--- config.mk ---
export PLATFORM = sky130hd
export DESIGN_NAME = ccr_top
export DESIGN_NICKNAME = d
export VERILOG_FILES = /design/src/ccr_pkg.sv /design/src/ccr_top.sv /design/src/ccr_ratio_dec.sv
export VERILOG_INCLUDE_DIRS = /design/src
export SDC_FILE = /design/constraint.sdc
export NUM_CORES = 1
export LEC_CHECK = 0
export BUFFER_PORTS_ARGS = -buffer_cell sky130_fd_sc_hd__buf_2
export CORE_MARGIN = 4
export CORE_UTILIZATION = 43
export DETAILED_ROUTE_END_ITERATION = 6
export PLACE_DENSITY_LB_ADDON = 0.25
export SYNTH_ARGS = -nofsm -noshare
export SYNTH_HDL_FRONTEND = slang
export SYNTH_HIERARCHICAL = 1
export SYNTH_SLANG_ARGS = --single-unit
--- constraint.sdc ---
create_clock -name MCLK_I -period 1.8 [get_ports MCLK_I]
set_input_delay 0.18 -clock MCLK_I [delete_from_list [all_inputs] [get_ports MCLK_I]]
set_output_delay 0.18 -clock MCLK_I [all_outputs]
set_load 0.005 [all_outputs]
--- src/ccr_map.svh ---
`ifndef CCR_MAP_SVH
`define CCR_MAP_SVH

// ==========================================================
// register address
`define CCR_FC_ADDR 32'hfffffe90

// ==========================================================
// frequency_control field positions
`define CCR_FC_PLL2_BIT 7
`define CCR_FC_PLL1_BIT 6
`define CCR_FC_CKO_BIT 5
`define CCR_FC_RSV_BIT 4
`define CCR_FC_RATIO_MSB 3

// ==========================================================
// reset values by clock mode
`define CCR_RST_M01 8'h00
`define CCR_RST_M2 8'h40
`define CCR_RST_M3 8'h60
`define CCR_RST_M45 8'ha6
`define CCR_RST_M6 8'he0
// mode 7 is not a valid strap; every forced bit reads one
`define CCR_RST_M7 8'he0

`endif

--- src/ccr_pkg.sv ---
package ccr_pkg;

   // ==========================================================
   // clock ratio against the input clock
   typedef enum logic [2:0] {
      CCR_RQ = 3'h0,
      CCR_RH = 3'h1,
      CCR_R1 = 3'h2,
      CCR_R2 = 3'h3,
      CCR_R4 = 3'h4
   } ccr_ratio_type;

   // ==========================================================
   // selected clock tree setting
   typedef struct packed {
      ccr_ratio_type phi;
      ccr_ratio_type core;
      ccr_ratio_type bus;
      ccr_ratio_type periph;
      ccr_ratio_type clkio;
   } ccr_clk_type;

   // ==========================================================
   // frequency_control layout
   typedef struct packed {
      logic pll2_stop;
      logic pll1_stop;
      logic clkout_stop;
      logic rsv;
      logic [3:0] ratio_select;
   } ccr_fc_type;

   // ==========================================================
   // change sequencer
   typedef enum logic [1:0] {
      CCR_S_RUN = 2'h0,
      CCR_S_SETTLE = 2'h1,
      CCR_S_APPLY = 2'h3
   } ccr_state_type;

endpackage : ccr_pkg

--- src/ccr_top.sv ---
// Operation
// - only power-on reset initialises frequency_control
// - reset value follows the clock mode pins
// - pll2_stop writable modes 0-3, else one
// - pll1_stop writable modes 0,1,4,5, else one
// - clkout_stop floats clock pin; modes 4-6 one
// - reserved bit 4 reads zero, written zero
// - both PLLs, modes 0/1: nine ratio codes
// - only PLL2 running: five ratio codes
// - only PLL1, modes 0/1: core x1/x2/x4
// - PLL1 on pin, modes 4/5: four codes
// - both PLLs halted: ten ratio codes
// - PLL start halts clocks, watchdog counts
// - overflow applies ratio, no watchdog flags
// - modes 4-6 take input clock from pin
//
// Design decision made here: the APB interface to the registers.
`timescale 1ns/1ps
`default_nettype none
`include "ccr_map.svh"

module ccr_top (
   input wire logic MCLK_I,
   input wire logic SRST_I,
   input wire logic [2:0] MODE_PINS_I,
   input wire logic WDOG_OVF_I,
   input wire logic PSEL_I,
   input wire logic PENABLE_I,
   input wire logic PWRITE_I,
   input wire logic [31:0] PADDR_I,
   input wire logic [31:0] PWDATA_I,
   output logic [31:0] PRDATA_O,
   output logic PREADY_O,
   output logic PSLVERR_O,
   output logic PLL1_EN_O,
   output logic PLL2_EN_O,
   output logic CLOCK_IO_PIN_OE_N_O,
   output logic CLK_FROM_PIN_O,
   output logic CLK_HALT_O,
   output logic WDOG_SETTLE_O,
   output ccr_pkg::ccr_clk_type CLK_CFG_O
);

   localparam logic [31:0] FC_ADDR = `CCR_FC_ADDR;

   ccr_pkg::ccr_fc_type fc_r;
   ccr_pkg::ccr_state_type st_r;
   logic [2:0] mode_r;
   logic [7:0] cand;
   logic hit;
   logic go;
   logic wr_ok;
   logic wr_legal;
   logic pll_start;
   ccr_pkg::ccr_clk_type cur_cfg;

   // ==========================================================
   // reset value table
   function automatic logic [7:0] rst_val(input logic [2:0] m);
      logic [7:0] v;
      case (m)
         3'h0: v = `CCR_RST_M01;
         3'h1: v = `CCR_RST_M01;
         3'h2: v = `CCR_RST_M2;
         3'h3: v = `CCR_RST_M3;
         3'h4: v = `CCR_RST_M45;
         3'h5: v = `CCR_RST_M45;
         3'h6: v = `CCR_RST_M6;
         default: v = `CCR_RST_M7;
      endcase
      return v;
   endfunction : rst_val

   // ==========================================================
   // clock mode capture
   // straps are treated as static once reset is released
   always_ff @(posedge MCLK_I) begin
      if (SRST_I) begin
         mode_r <= MODE_PINS_I;
      end
   end

   // ==========================================================
   // write candidate with forced bits
   always_comb begin
      cand = PWDATA_I[7:0];
      cand[`CCR_FC_RSV_BIT] = 1'b0;
      if (mode_r[2]) begin
         cand[`CCR_FC_PLL2_BIT] = 1'b1;
         cand[`CCR_FC_CKO_BIT] = 1'b1;
      end
      // modes 2, 3, 6 (and invalid 7) all carry mode bit 1
      if (mode_r[1]) begin
         cand[`CCR_FC_PLL1_BIT] = 1'b1;
      end
   end

   assign pll_start = ~cand[`CCR_FC_PLL1_BIT] | ~cand[`CCR_FC_PLL2_BIT];

   ccr_ratio_dec u_wr_dec (
      .mode_i(mode_r),
      .fc_i(ccr_pkg::ccr_fc_type'(cand)),
      .legal_o(wr_legal),
      .cfg_o()
   );

   ccr_ratio_dec u_cur_dec (
      .mode_i(mode_r),
      .fc_i(fc_r),
      .legal_o(),
      .cfg_o(cur_cfg)
   );

   // ==========================================================
   // apb slave
   assign hit = (PADDR_I[31:2] == FC_ADDR[31:2]);
   assign go = PSEL_I & PENABLE_I & ~PREADY_O;
   assign wr_ok = PSEL_I & PENABLE_I & PREADY_O & PWRITE_I & ~PSLVERR_O;

   // one wait state so every answer leaves a flip-flop
   always_ff @(posedge MCLK_I) begin
      if (SRST_I) begin
         PREADY_O <= 1'b0;
         PSLVERR_O <= 1'b0;
         PRDATA_O <= 32'h0;
      end else if (go) begin
         PREADY_O <= 1'b1;
         // unlisted codes and writes mid-change are refused
         PSLVERR_O <= ~hit | (PWRITE_I &
                      ((st_r != ccr_pkg::CCR_S_RUN) | ~wr_legal));
         PRDATA_O <= (hit & ~PWRITE_I) ? {24'h0, fc_r} : 32'h0;
      end else begin
         PREADY_O <= 1'b0;
         PSLVERR_O <= 1'b0;
         PRDATA_O <= 32'h0;
      end
   end

   // ==========================================================
   // frequency_control register
   // only the pin reset lands here; watchdog resets never reach it
   always_ff @(posedge MCLK_I) begin
      if (SRST_I) begin
         fc_r <= ccr_pkg::ccr_fc_type'(rst_val(MODE_PINS_I));
      end else if (wr_ok) begin
         fc_r <= ccr_pkg::ccr_fc_type'(cand);
      end
   end

   // ==========================================================
   // change sequencer
   always_ff @(posedge MCLK_I) begin
      if (SRST_I) begin
         st_r <= ccr_pkg::CCR_S_APPLY;
      end else begin
         unique case (st_r)
            ccr_pkg::CCR_S_RUN: begin
               if (wr_ok) begin
                  st_r <= pll_start ? ccr_pkg::CCR_S_SETTLE
                                    : ccr_pkg::CCR_S_APPLY;
               end
            end
            ccr_pkg::CCR_S_SETTLE: begin
               if (WDOG_OVF_I) begin
                  st_r <= ccr_pkg::CCR_S_APPLY;
               end
            end
            ccr_pkg::CCR_S_APPLY: begin
               st_r <= ccr_pkg::CCR_S_RUN;
            end
            default: begin
               st_r <= ccr_pkg::CCR_S_RUN;
            end
         endcase
      end
   end

   // clocks stay held from reset until the first setting is applied
   always_ff @(posedge MCLK_I) begin
      if (SRST_I) begin
         CLK_HALT_O <= 1'b1;
      end else if (st_r == ccr_pkg::CCR_S_RUN && wr_ok && pll_start) begin
         CLK_HALT_O <= 1'b1;
      end else if (st_r == ccr_pkg::CCR_S_APPLY) begin
         CLK_HALT_O <= 1'b0;
      end
   end

   // tells the watchdog to count the oscillator and keep its flags,
   // interrupt and overflow pin quiet for this overflow
   always_ff @(posedge MCLK_I) begin
      if (SRST_I) begin
         WDOG_SETTLE_O <= 1'b0;
      end else if (st_r == ccr_pkg::CCR_S_RUN && wr_ok && pll_start) begin
         WDOG_SETTLE_O <= 1'b1;
      end else if (st_r == ccr_pkg::CCR_S_SETTLE && WDOG_OVF_I) begin
         WDOG_SETTLE_O <= 1'b0;
      end
   end

   always_ff @(posedge MCLK_I) begin
      if (SRST_I) begin
         CLK_CFG_O <= '0;
      end else if (st_r == ccr_pkg::CCR_S_APPLY) begin
         CLK_CFG_O <= cur_cfg;
      end
   end

   // ==========================================================
   // pll and pin controls
   // plls follow the register at once so they settle meanwhile
   always_ff @(posedge MCLK_I) begin
      if (SRST_I) begin
         PLL1_EN_O <= 1'b0;
         PLL2_EN_O <= 1'b0;
      end else begin
         PLL1_EN_O <= ~fc_r.pll1_stop;
         PLL2_EN_O <= ~fc_r.pll2_stop;
      end
   end

   always_ff @(posedge MCLK_I) begin
      if (SRST_I) begin
         CLOCK_IO_PIN_OE_N_O <= 1'b1;
         CLK_FROM_PIN_O <= 1'b0;
      end else begin
         CLOCK_IO_PIN_OE_N_O <= fc_r.clkout_stop;
         CLK_FROM_PIN_O <= mode_r[2];
      end
   end
endmodule : ccr_top

`default_nettype wire

--- src/ccr_ratio_dec.sv ---
`timescale 1ns/1ps
`default_nettype none

module ccr_ratio_dec (
   input wire logic [2:0] mode_i,
   input wire ccr_pkg::ccr_fc_type fc_i,
   output logic legal_o,
   output ccr_pkg::ccr_clk_type cfg_o
);

   logic p1;
   logic p2;
   logic pin;
   logic [15:0] d;

   // ==========================================================
   // digits: phi/core/bus/periph, 0=1/4 1=1/2 2=x1 3=x2 4=x4
   function automatic ccr_pkg::ccr_clk_type mk(input logic [15:0] v,
                                                input logic pin_v);
      ccr_pkg::ccr_clk_type c;
      c.phi = ccr_pkg::ccr_ratio_type'(v[14:12]);
      c.core = ccr_pkg::ccr_ratio_type'(v[10:8]);
      c.bus = ccr_pkg::ccr_ratio_type'(v[6:4]);
      c.periph = ccr_pkg::ccr_ratio_type'(v[2:0]);
      c.clkio = pin_v ? ccr_pkg::CCR_R1 : c.bus;
      return c;
   endfunction : mk

   assign p1 = ~fc_i.pll1_stop;
   assign p2 = ~fc_i.pll2_stop;

   always_comb begin
      d = 16'h2222;
      pin = 1'b0;
      legal_o = 1'b1;
      if (mode_i == 3'h7) begin
         legal_o = 1'b0;
      end else if (p1 && p2) begin
         case (fc_i.ratio_select)
            4'h0: d = 16'h4222;
            4'h4: d = 16'h4322;
            4'h5: d = 16'h4332;
            4'h6: d = 16'h4333;
            4'h8: d = 16'h4422;
            4'h9: d = 16'h4432;
            4'ha: d = 16'h4433;
            4'hc: d = 16'h4442;
            4'he: d = 16'h4443;
            default: legal_o = 1'b0;
         endcase
      end else if (p2) begin
         case (fc_i.ratio_select)
            4'h0: d = 16'h2222;
            4'h5: d = 16'h3332;
            4'h6: d = 16'h3333;
            4'hc: d = 16'h4442;
            4'he: d = 16'h4443;
            default: legal_o = 1'b0;
         endcase
      end else if (p1 && !mode_i[2]) begin
         case (fc_i.ratio_select)
            4'h0: d = 16'h4222;
            4'h4: d = 16'h4322;
            4'h8: d = 16'h4422;
            default: legal_o = 1'b0;
         endcase
      end else if (p1) begin
         pin = 1'b1;
         case (fc_i.ratio_select)
            4'h5: d = 16'h3221;
            4'h6: d = 16'h3222;
            4'h9: d = 16'h3321;
            4'ha: d = 16'h3322;
            default: legal_o = 1'b0;
         endcase
      end else begin
         pin = 1'b1;
         case (fc_i.ratio_select)
            4'h0: d = 16'h2000;
            4'h4: d = 16'h2100;
            4'h5: d = 16'h2110;
            4'h6: d = 16'h2111;
            4'h8: d = 16'h2200;
            4'h9: d = 16'h2210;
            4'ha: d = 16'h2211;
            4'hc: d = 16'h2220;
            4'he: d = 16'h2221;
            4'hf: d = 16'h2222;
            default: legal_o = 1'b0;
         endcase
      end
      cfg_o = mk(d, pin);
   end

endmodule : ccr_ratio_dec

`default_nettype wire

==> Yosys cells after proc, flatten, opt, wreduce, memory -nomap -nowiden <==
Cells that the tools add are included.
{ "totals": {"ff_bits": 68, "in_bits": 73, "elab_cells": 135} }
{ "op_classes": {"eq_ne": 28, "n_mux": 38, "n_bitwise": 21, "n_reduce_logical": 26} }
{ "op_table": {"columns": ["operator", "n"], "rows": [
  ["15-bit one-hot mux with 9 select lines", 1],
  ["10-bit one-hot mux with 9 select lines", 1],
  ["15-bit 2-to-1 mux", 5],
  ["15-bit one-hot mux with 4 select lines", 1],
  ["13-bit one-hot mux with 4 select lines", 1],
  ["15-bit one-hot mux with 3 select lines", 1],
  ["4-bit equality test (second input constant)", 11],
  ["8-bit one-hot mux with 4 select lines", 1],
  ["30-bit equality test (second input constant)", 1],
  ["4-bit by 3-bit equality test with 1-bit output (second input constant)", 6],
  ["1-bit 2-to-1 mux", 20],
  ["8-bit 2-to-1 mux", 2],
  ["1-bit inverter", 11],
  ["10-bit OR reduction", 1],
  ["3-bit equality test (second input constant)", 3],
  ["9-bit OR reduction", 1],
  ["4-bit logical NOT", 2],
  ["2-bit OR reduction", 4],
  ["1-bit AND", 7],
  ["1-bit logical AND", 7],
  ["3-bit by 2-bit equality test with 1-bit output (second input constant)", 2],
  ["2-bit 2-to-1 mux", 3],
  ["2-bit nonzero test", 3],
  ["3-bit OR reduction", 2],
  ["other kinds (13)", 16]
]} }

==> Logic depth before layout (Yosys ltp) <==
{ "depth": {"word_depth": 12, "ltp_mapped": 8} }

==> Hierarchy <==
Netlist, hierarchy kept.
{ "modules_own_cells": {"columns": ["module", "n_inst", "cells_each", "area_per_inst_um2", "seq_area_each_um2"], "rows": [
  ["ccr_top", 1, 191, 1750.4, 940.9],
  ["ccr_ratio_dec (u_cur_dec)", 1, 96, 553.0, 0.0],
  ["ccr_ratio_dec (u_wr_dec)", 1, 88, 523.0, 0.0]
]} }

==> Worst setup path after synthesis <==
Ideal clock, no wire load.
{ "synth_path": {"kind": "register -> register", "start": "register mode_r[1]", "end": "register PSLVERR_O", "setup_ns": 0.059, "arrival_ns": 1.685, "t_required_ns": 1.741, "slack_ns": 0.056, "stages_incl_launch_ff": 9, "n_path_buf": 1, "period_less_slack_ns": 1.744, "path_cell_list": "edfxtp_1 -> or2_2 -> buf_2 -> nor2_1 -> o211ai_1 -> and3_1 -> o211a_1 -> a21boi_0 -> o31a_1"} }
{ "synth_via": {"elab_chain_cells": 11} }
{ "synth_rtl": {"columns": ["element", "line", "rtl"], "rows": [
  ["from (decl)", "ccr_top.sv:48", "logic [2:0] mode_r;"],
  ["from (signal assigned)", "ccr_top.sv:79", "mode_r <= MODE_PINS_I;"],
  ["1-bit 2-to-1 mux (*)", "ccr_top.sv:93", "if (mode_r[1]) begin"],
  ["named net cand[6]", "ccr_top.sv:49", "logic [7:0] cand;"],
  ["1-bit inverter", "ccr_ratio_dec.sv:29", "assign p1 = ~fc_i.pll1_stop;"],
  ["1-bit logical AND", "ccr_ratio_dec.sv:60", "end else if (p1 && !mode_i[2]) begin"],
  ["1-bit 2-to-1 mux", "ccr_ratio_dec.sv:60", null],
  ["1-bit 2-to-1 mux", "ccr_ratio_dec.sv:51", "end else if (p2) begin"],
  ["1-bit 2-to-1 mux (*)", "ccr_ratio_dec.sv:38", "end else if (p1 && p2) begin"],
  ["1-bit 2-to-1 mux (*)", "ccr_ratio_dec.sv:36", "if (mode_i == 3'h7) begin"],
  ["named net wr_legal", "ccr_top.sv:53", "logic wr_legal;"],
  ["1-bit inverter (*)", "ccr_top.sv:130", "((st_r != ccr_pkg::CCR_S_RUN) | ~wr_legal));"],
  ["1-bit OR (*)", "ccr_top.sv:130", null],
  ["1-bit AND (*)", "ccr_top.sv:129", "PSLVERR_O <= ~hit | (PWRITE_I &"],
  ["1-bit OR (*)", "ccr_top.sv:129", null],
  ["to (signal assigned)", "ccr_top.sv:129", null],
  ["to (decl)", "ccr_top.sv:34", "output logic PSLVERR_O,"]
]} }
Mark *: on every way through the listed nets, which the timed path passes. The rest lies on a longest branch.
A chain may end at the register's enable or synchronous reset.

==> results.ini <==
[power]
irDropWorstVdd_v=0.000324
p_clk_frac=0.310
seqPwrFrac=0.504
p_comb_frac=0.186
swShare=0.277
powerDensity_nw_per_um2=722
p_int_mw=1.50
p_sw_mw=0.577
power_leakage_nw=1.32

[global_route]
grt_pass1_vias=1935
grt_start_max_net_pins=39
antenna_found_initial=0
grt_overflow=0
grtUsageTotal=0.167
grt_first_pass_wirelength_mm=8.80

[sta]
worst_slew_pin_slew_ps=566
fin_worst_skew_ps=6.00
fin_tns_setup_ps=0
drv_slew=0
setup_ws_ps=120
finalSetupViolations=0
hold_violations=0
max_freq_ghz=0.595
post-route-min-period_ps=1680
hold_ws_ps=70.7
rsz0062_at_grt=yes
fin_crit_sh=0.933
slew_headroom=0.622

[hold_path]
min_path_type=in2reg
whs_path_depth=1
hold_path_startpoint=MODE_PINS_I[0]
holdPathEnd=mode_r[0]

[critical_path]
required_ps=2040
reg2reg_depth=7
cpMaxStageDelayCell=edfxtp_1
crit_type=reg2reg
critical-path-max-stage-delay_ps=510
crit_fanout=8
timing.rr.start=mode_r[2]
rrSetupSlack_ps=120
cp-end-kind=register
r2r-end=CLK_CFG_O[3]
start_kind=register
cp.arrival_ps=1920
worstPathCellList=buf_6 > nand2_1 > or3_1 > a21oi_1 > o311a_1 > nand2_1 > a21oi_2
cpMostUsedCell=nand2_1

[drt]
route.met3.wl_um=344
vias=2223
firstDrtPassIters=4
viasPerCell=4.98
wl_met1_mm=2.40
top_layer=met4
drt_iter0_drc=130
ant_nets=0
wl_met2_mm=2.85
avgRoutedWirePerCell_um=12.7
drc=0
wl_mm=5.65

[die]
dieArea_sq_um=6850
io-pin-count=128
coreArea_sq_um=5270
rows=26
initial_core_util=0.456
dieWidth_um=82.8
die_h_um=82.8

[finish]
nNetsFinal=448
fill_cells=546
final_util=0.547
seq_area_sq_um=941
multi_input_area_sq_um=1190
drive_above_1_share=0.298
diodes=0
final_area_sq_um=2880
area_delta_synth_final_pct=19.9

[synth]
synth_area_per_cell_sq_um=7.91
syn_area_sq_um=2400
synthCells=304
yosysWarnings=6

[place]
placed_cell_area_sq_um=2750
place.gp.congestion=0.903
io_buffer_count=75
hpwlAfterDp_mm=4.32
place_ws_ps=-37.5

[clocking]
insertion_delay_ps=300
cts_root_buf=clkbuf_8
numCtsBuffers=5
cts_tree=built
cts_sinks=42
cts_htree_levels=2
hold_buffers=0
clockBufferDepth=2
cts.clk_slew.worst_paths_ps=80

[flow_run]
cap_violations=0

[outcome]
outcome=completed

==> worst max-delay path, delay by kind of cell, from the launching register on <==
kind	cells	cell delay [ps]
AO/OA/AOI/OAI	3	440
AND/OR/NAND/NOR	3	510
buffers and inverters	1	170
flip-flops	1	510
==> layout make-up <==
cell class | instances | share of cell area
Inverter | 16 | 0.0208
Sequential cell | 42 | 0.326
Tap cell | 70 | 0.0304
Clock inverter | 1 | 0.00304
Timing Repair Buffer | 92 | 0.176
Clock buffer | 7 | 0.0299
Multi-Input combinational cell | 218 | 0.414
==> metal layers <==
layer,vias to the layer above,track usage
met1,1014,0.208
met5,-,0
met4,0,0.0474
li1,1137,-
met2,66,0.286
met3,6,0.0390
==> sequential cells by signal, summed over array words and instances, names as in the netlist <==
name and cells:
CLK_HALT_O 1, st_r 2, CLK_FROM_PIN_O 1, PLL2_EN_O 1, CLOCK_IO_PIN_OE_N_O 1, PRDATA_O 7
PSLVERR_O 1, PREADY_O 1, mode_r 3, fc_r 7, WDOG_SETTLE_O 1, PLL1_EN_O 1
CLK_CFG_O 15
==> power by group through the flow <==
stage          Clock (mW)  Sequential (mW)  Combinational, mW
2_1_floorplan           0             1.07              0.276
6_report            0.644             1.05              0.387
5_1_grt             0.709             1.06              0.438
3_3_place_gp            0             1.07              0.370
4_1_cts             0.664             1.05              0.375
3_5_place_dp            0             1.07              0.374
==> through the flow <==
step	cells	power, mW
after floorplan	328	1.34
after global placement	437	1.44
after detailed placement	437	1.44
after CTS	445	2.09
after global routing	446	2.20
final	446	2.08
==> cell usage in the layout, fill, tap and decap left out, types with 3 or more instances in the layout <==
cell / n
buf_2: 75
nand2_1: 44
dfxtp_1: 32
a21oi_1: 29
conb_1: 26
inv_1: 16
nor2_1: 16
buf_4: 16
o21ai_0: 10
edfxtp_1: 10
nor2b_1: 7
nor4_1: 7
nand4_1: 6
nor3_1: 6
clkbuf_8: 6
and3_1: 4
or2_2: 3
nand3_1: 3
and2_1: 3
nand4b_1: 3
or4_1: 3
nand2b_1: 3
or3_1: 3
o21ai_1: 3
o211ai_1: 3
==> what timing repair did <==
action / CTS / global route
gates resized for setup: 0 / 11
buffers inserted: 0 / 1
setup endpoints to repair: 0 / 5
==> worst max path at each step <==
stage	end	slack (ps)	startpoint
6_report	CLK_CFG_O[3]	120	mode_r[2]
5_1_grt	CLK_CFG_O[9]	-10	mode_r[2]
4_1_cts	PSLVERR_O	50	mode_r[2]
3_5_place_dp	PSLVERR_O	-40	PADDR_I[2]
3_3_place_gp	PSLVERR_O	-20	PADDR_I[2]
2_1_floorplan	PSLVERR_O	100	PADDR_I[2]
Note: power is estimated with default switching activity, not from simulation.
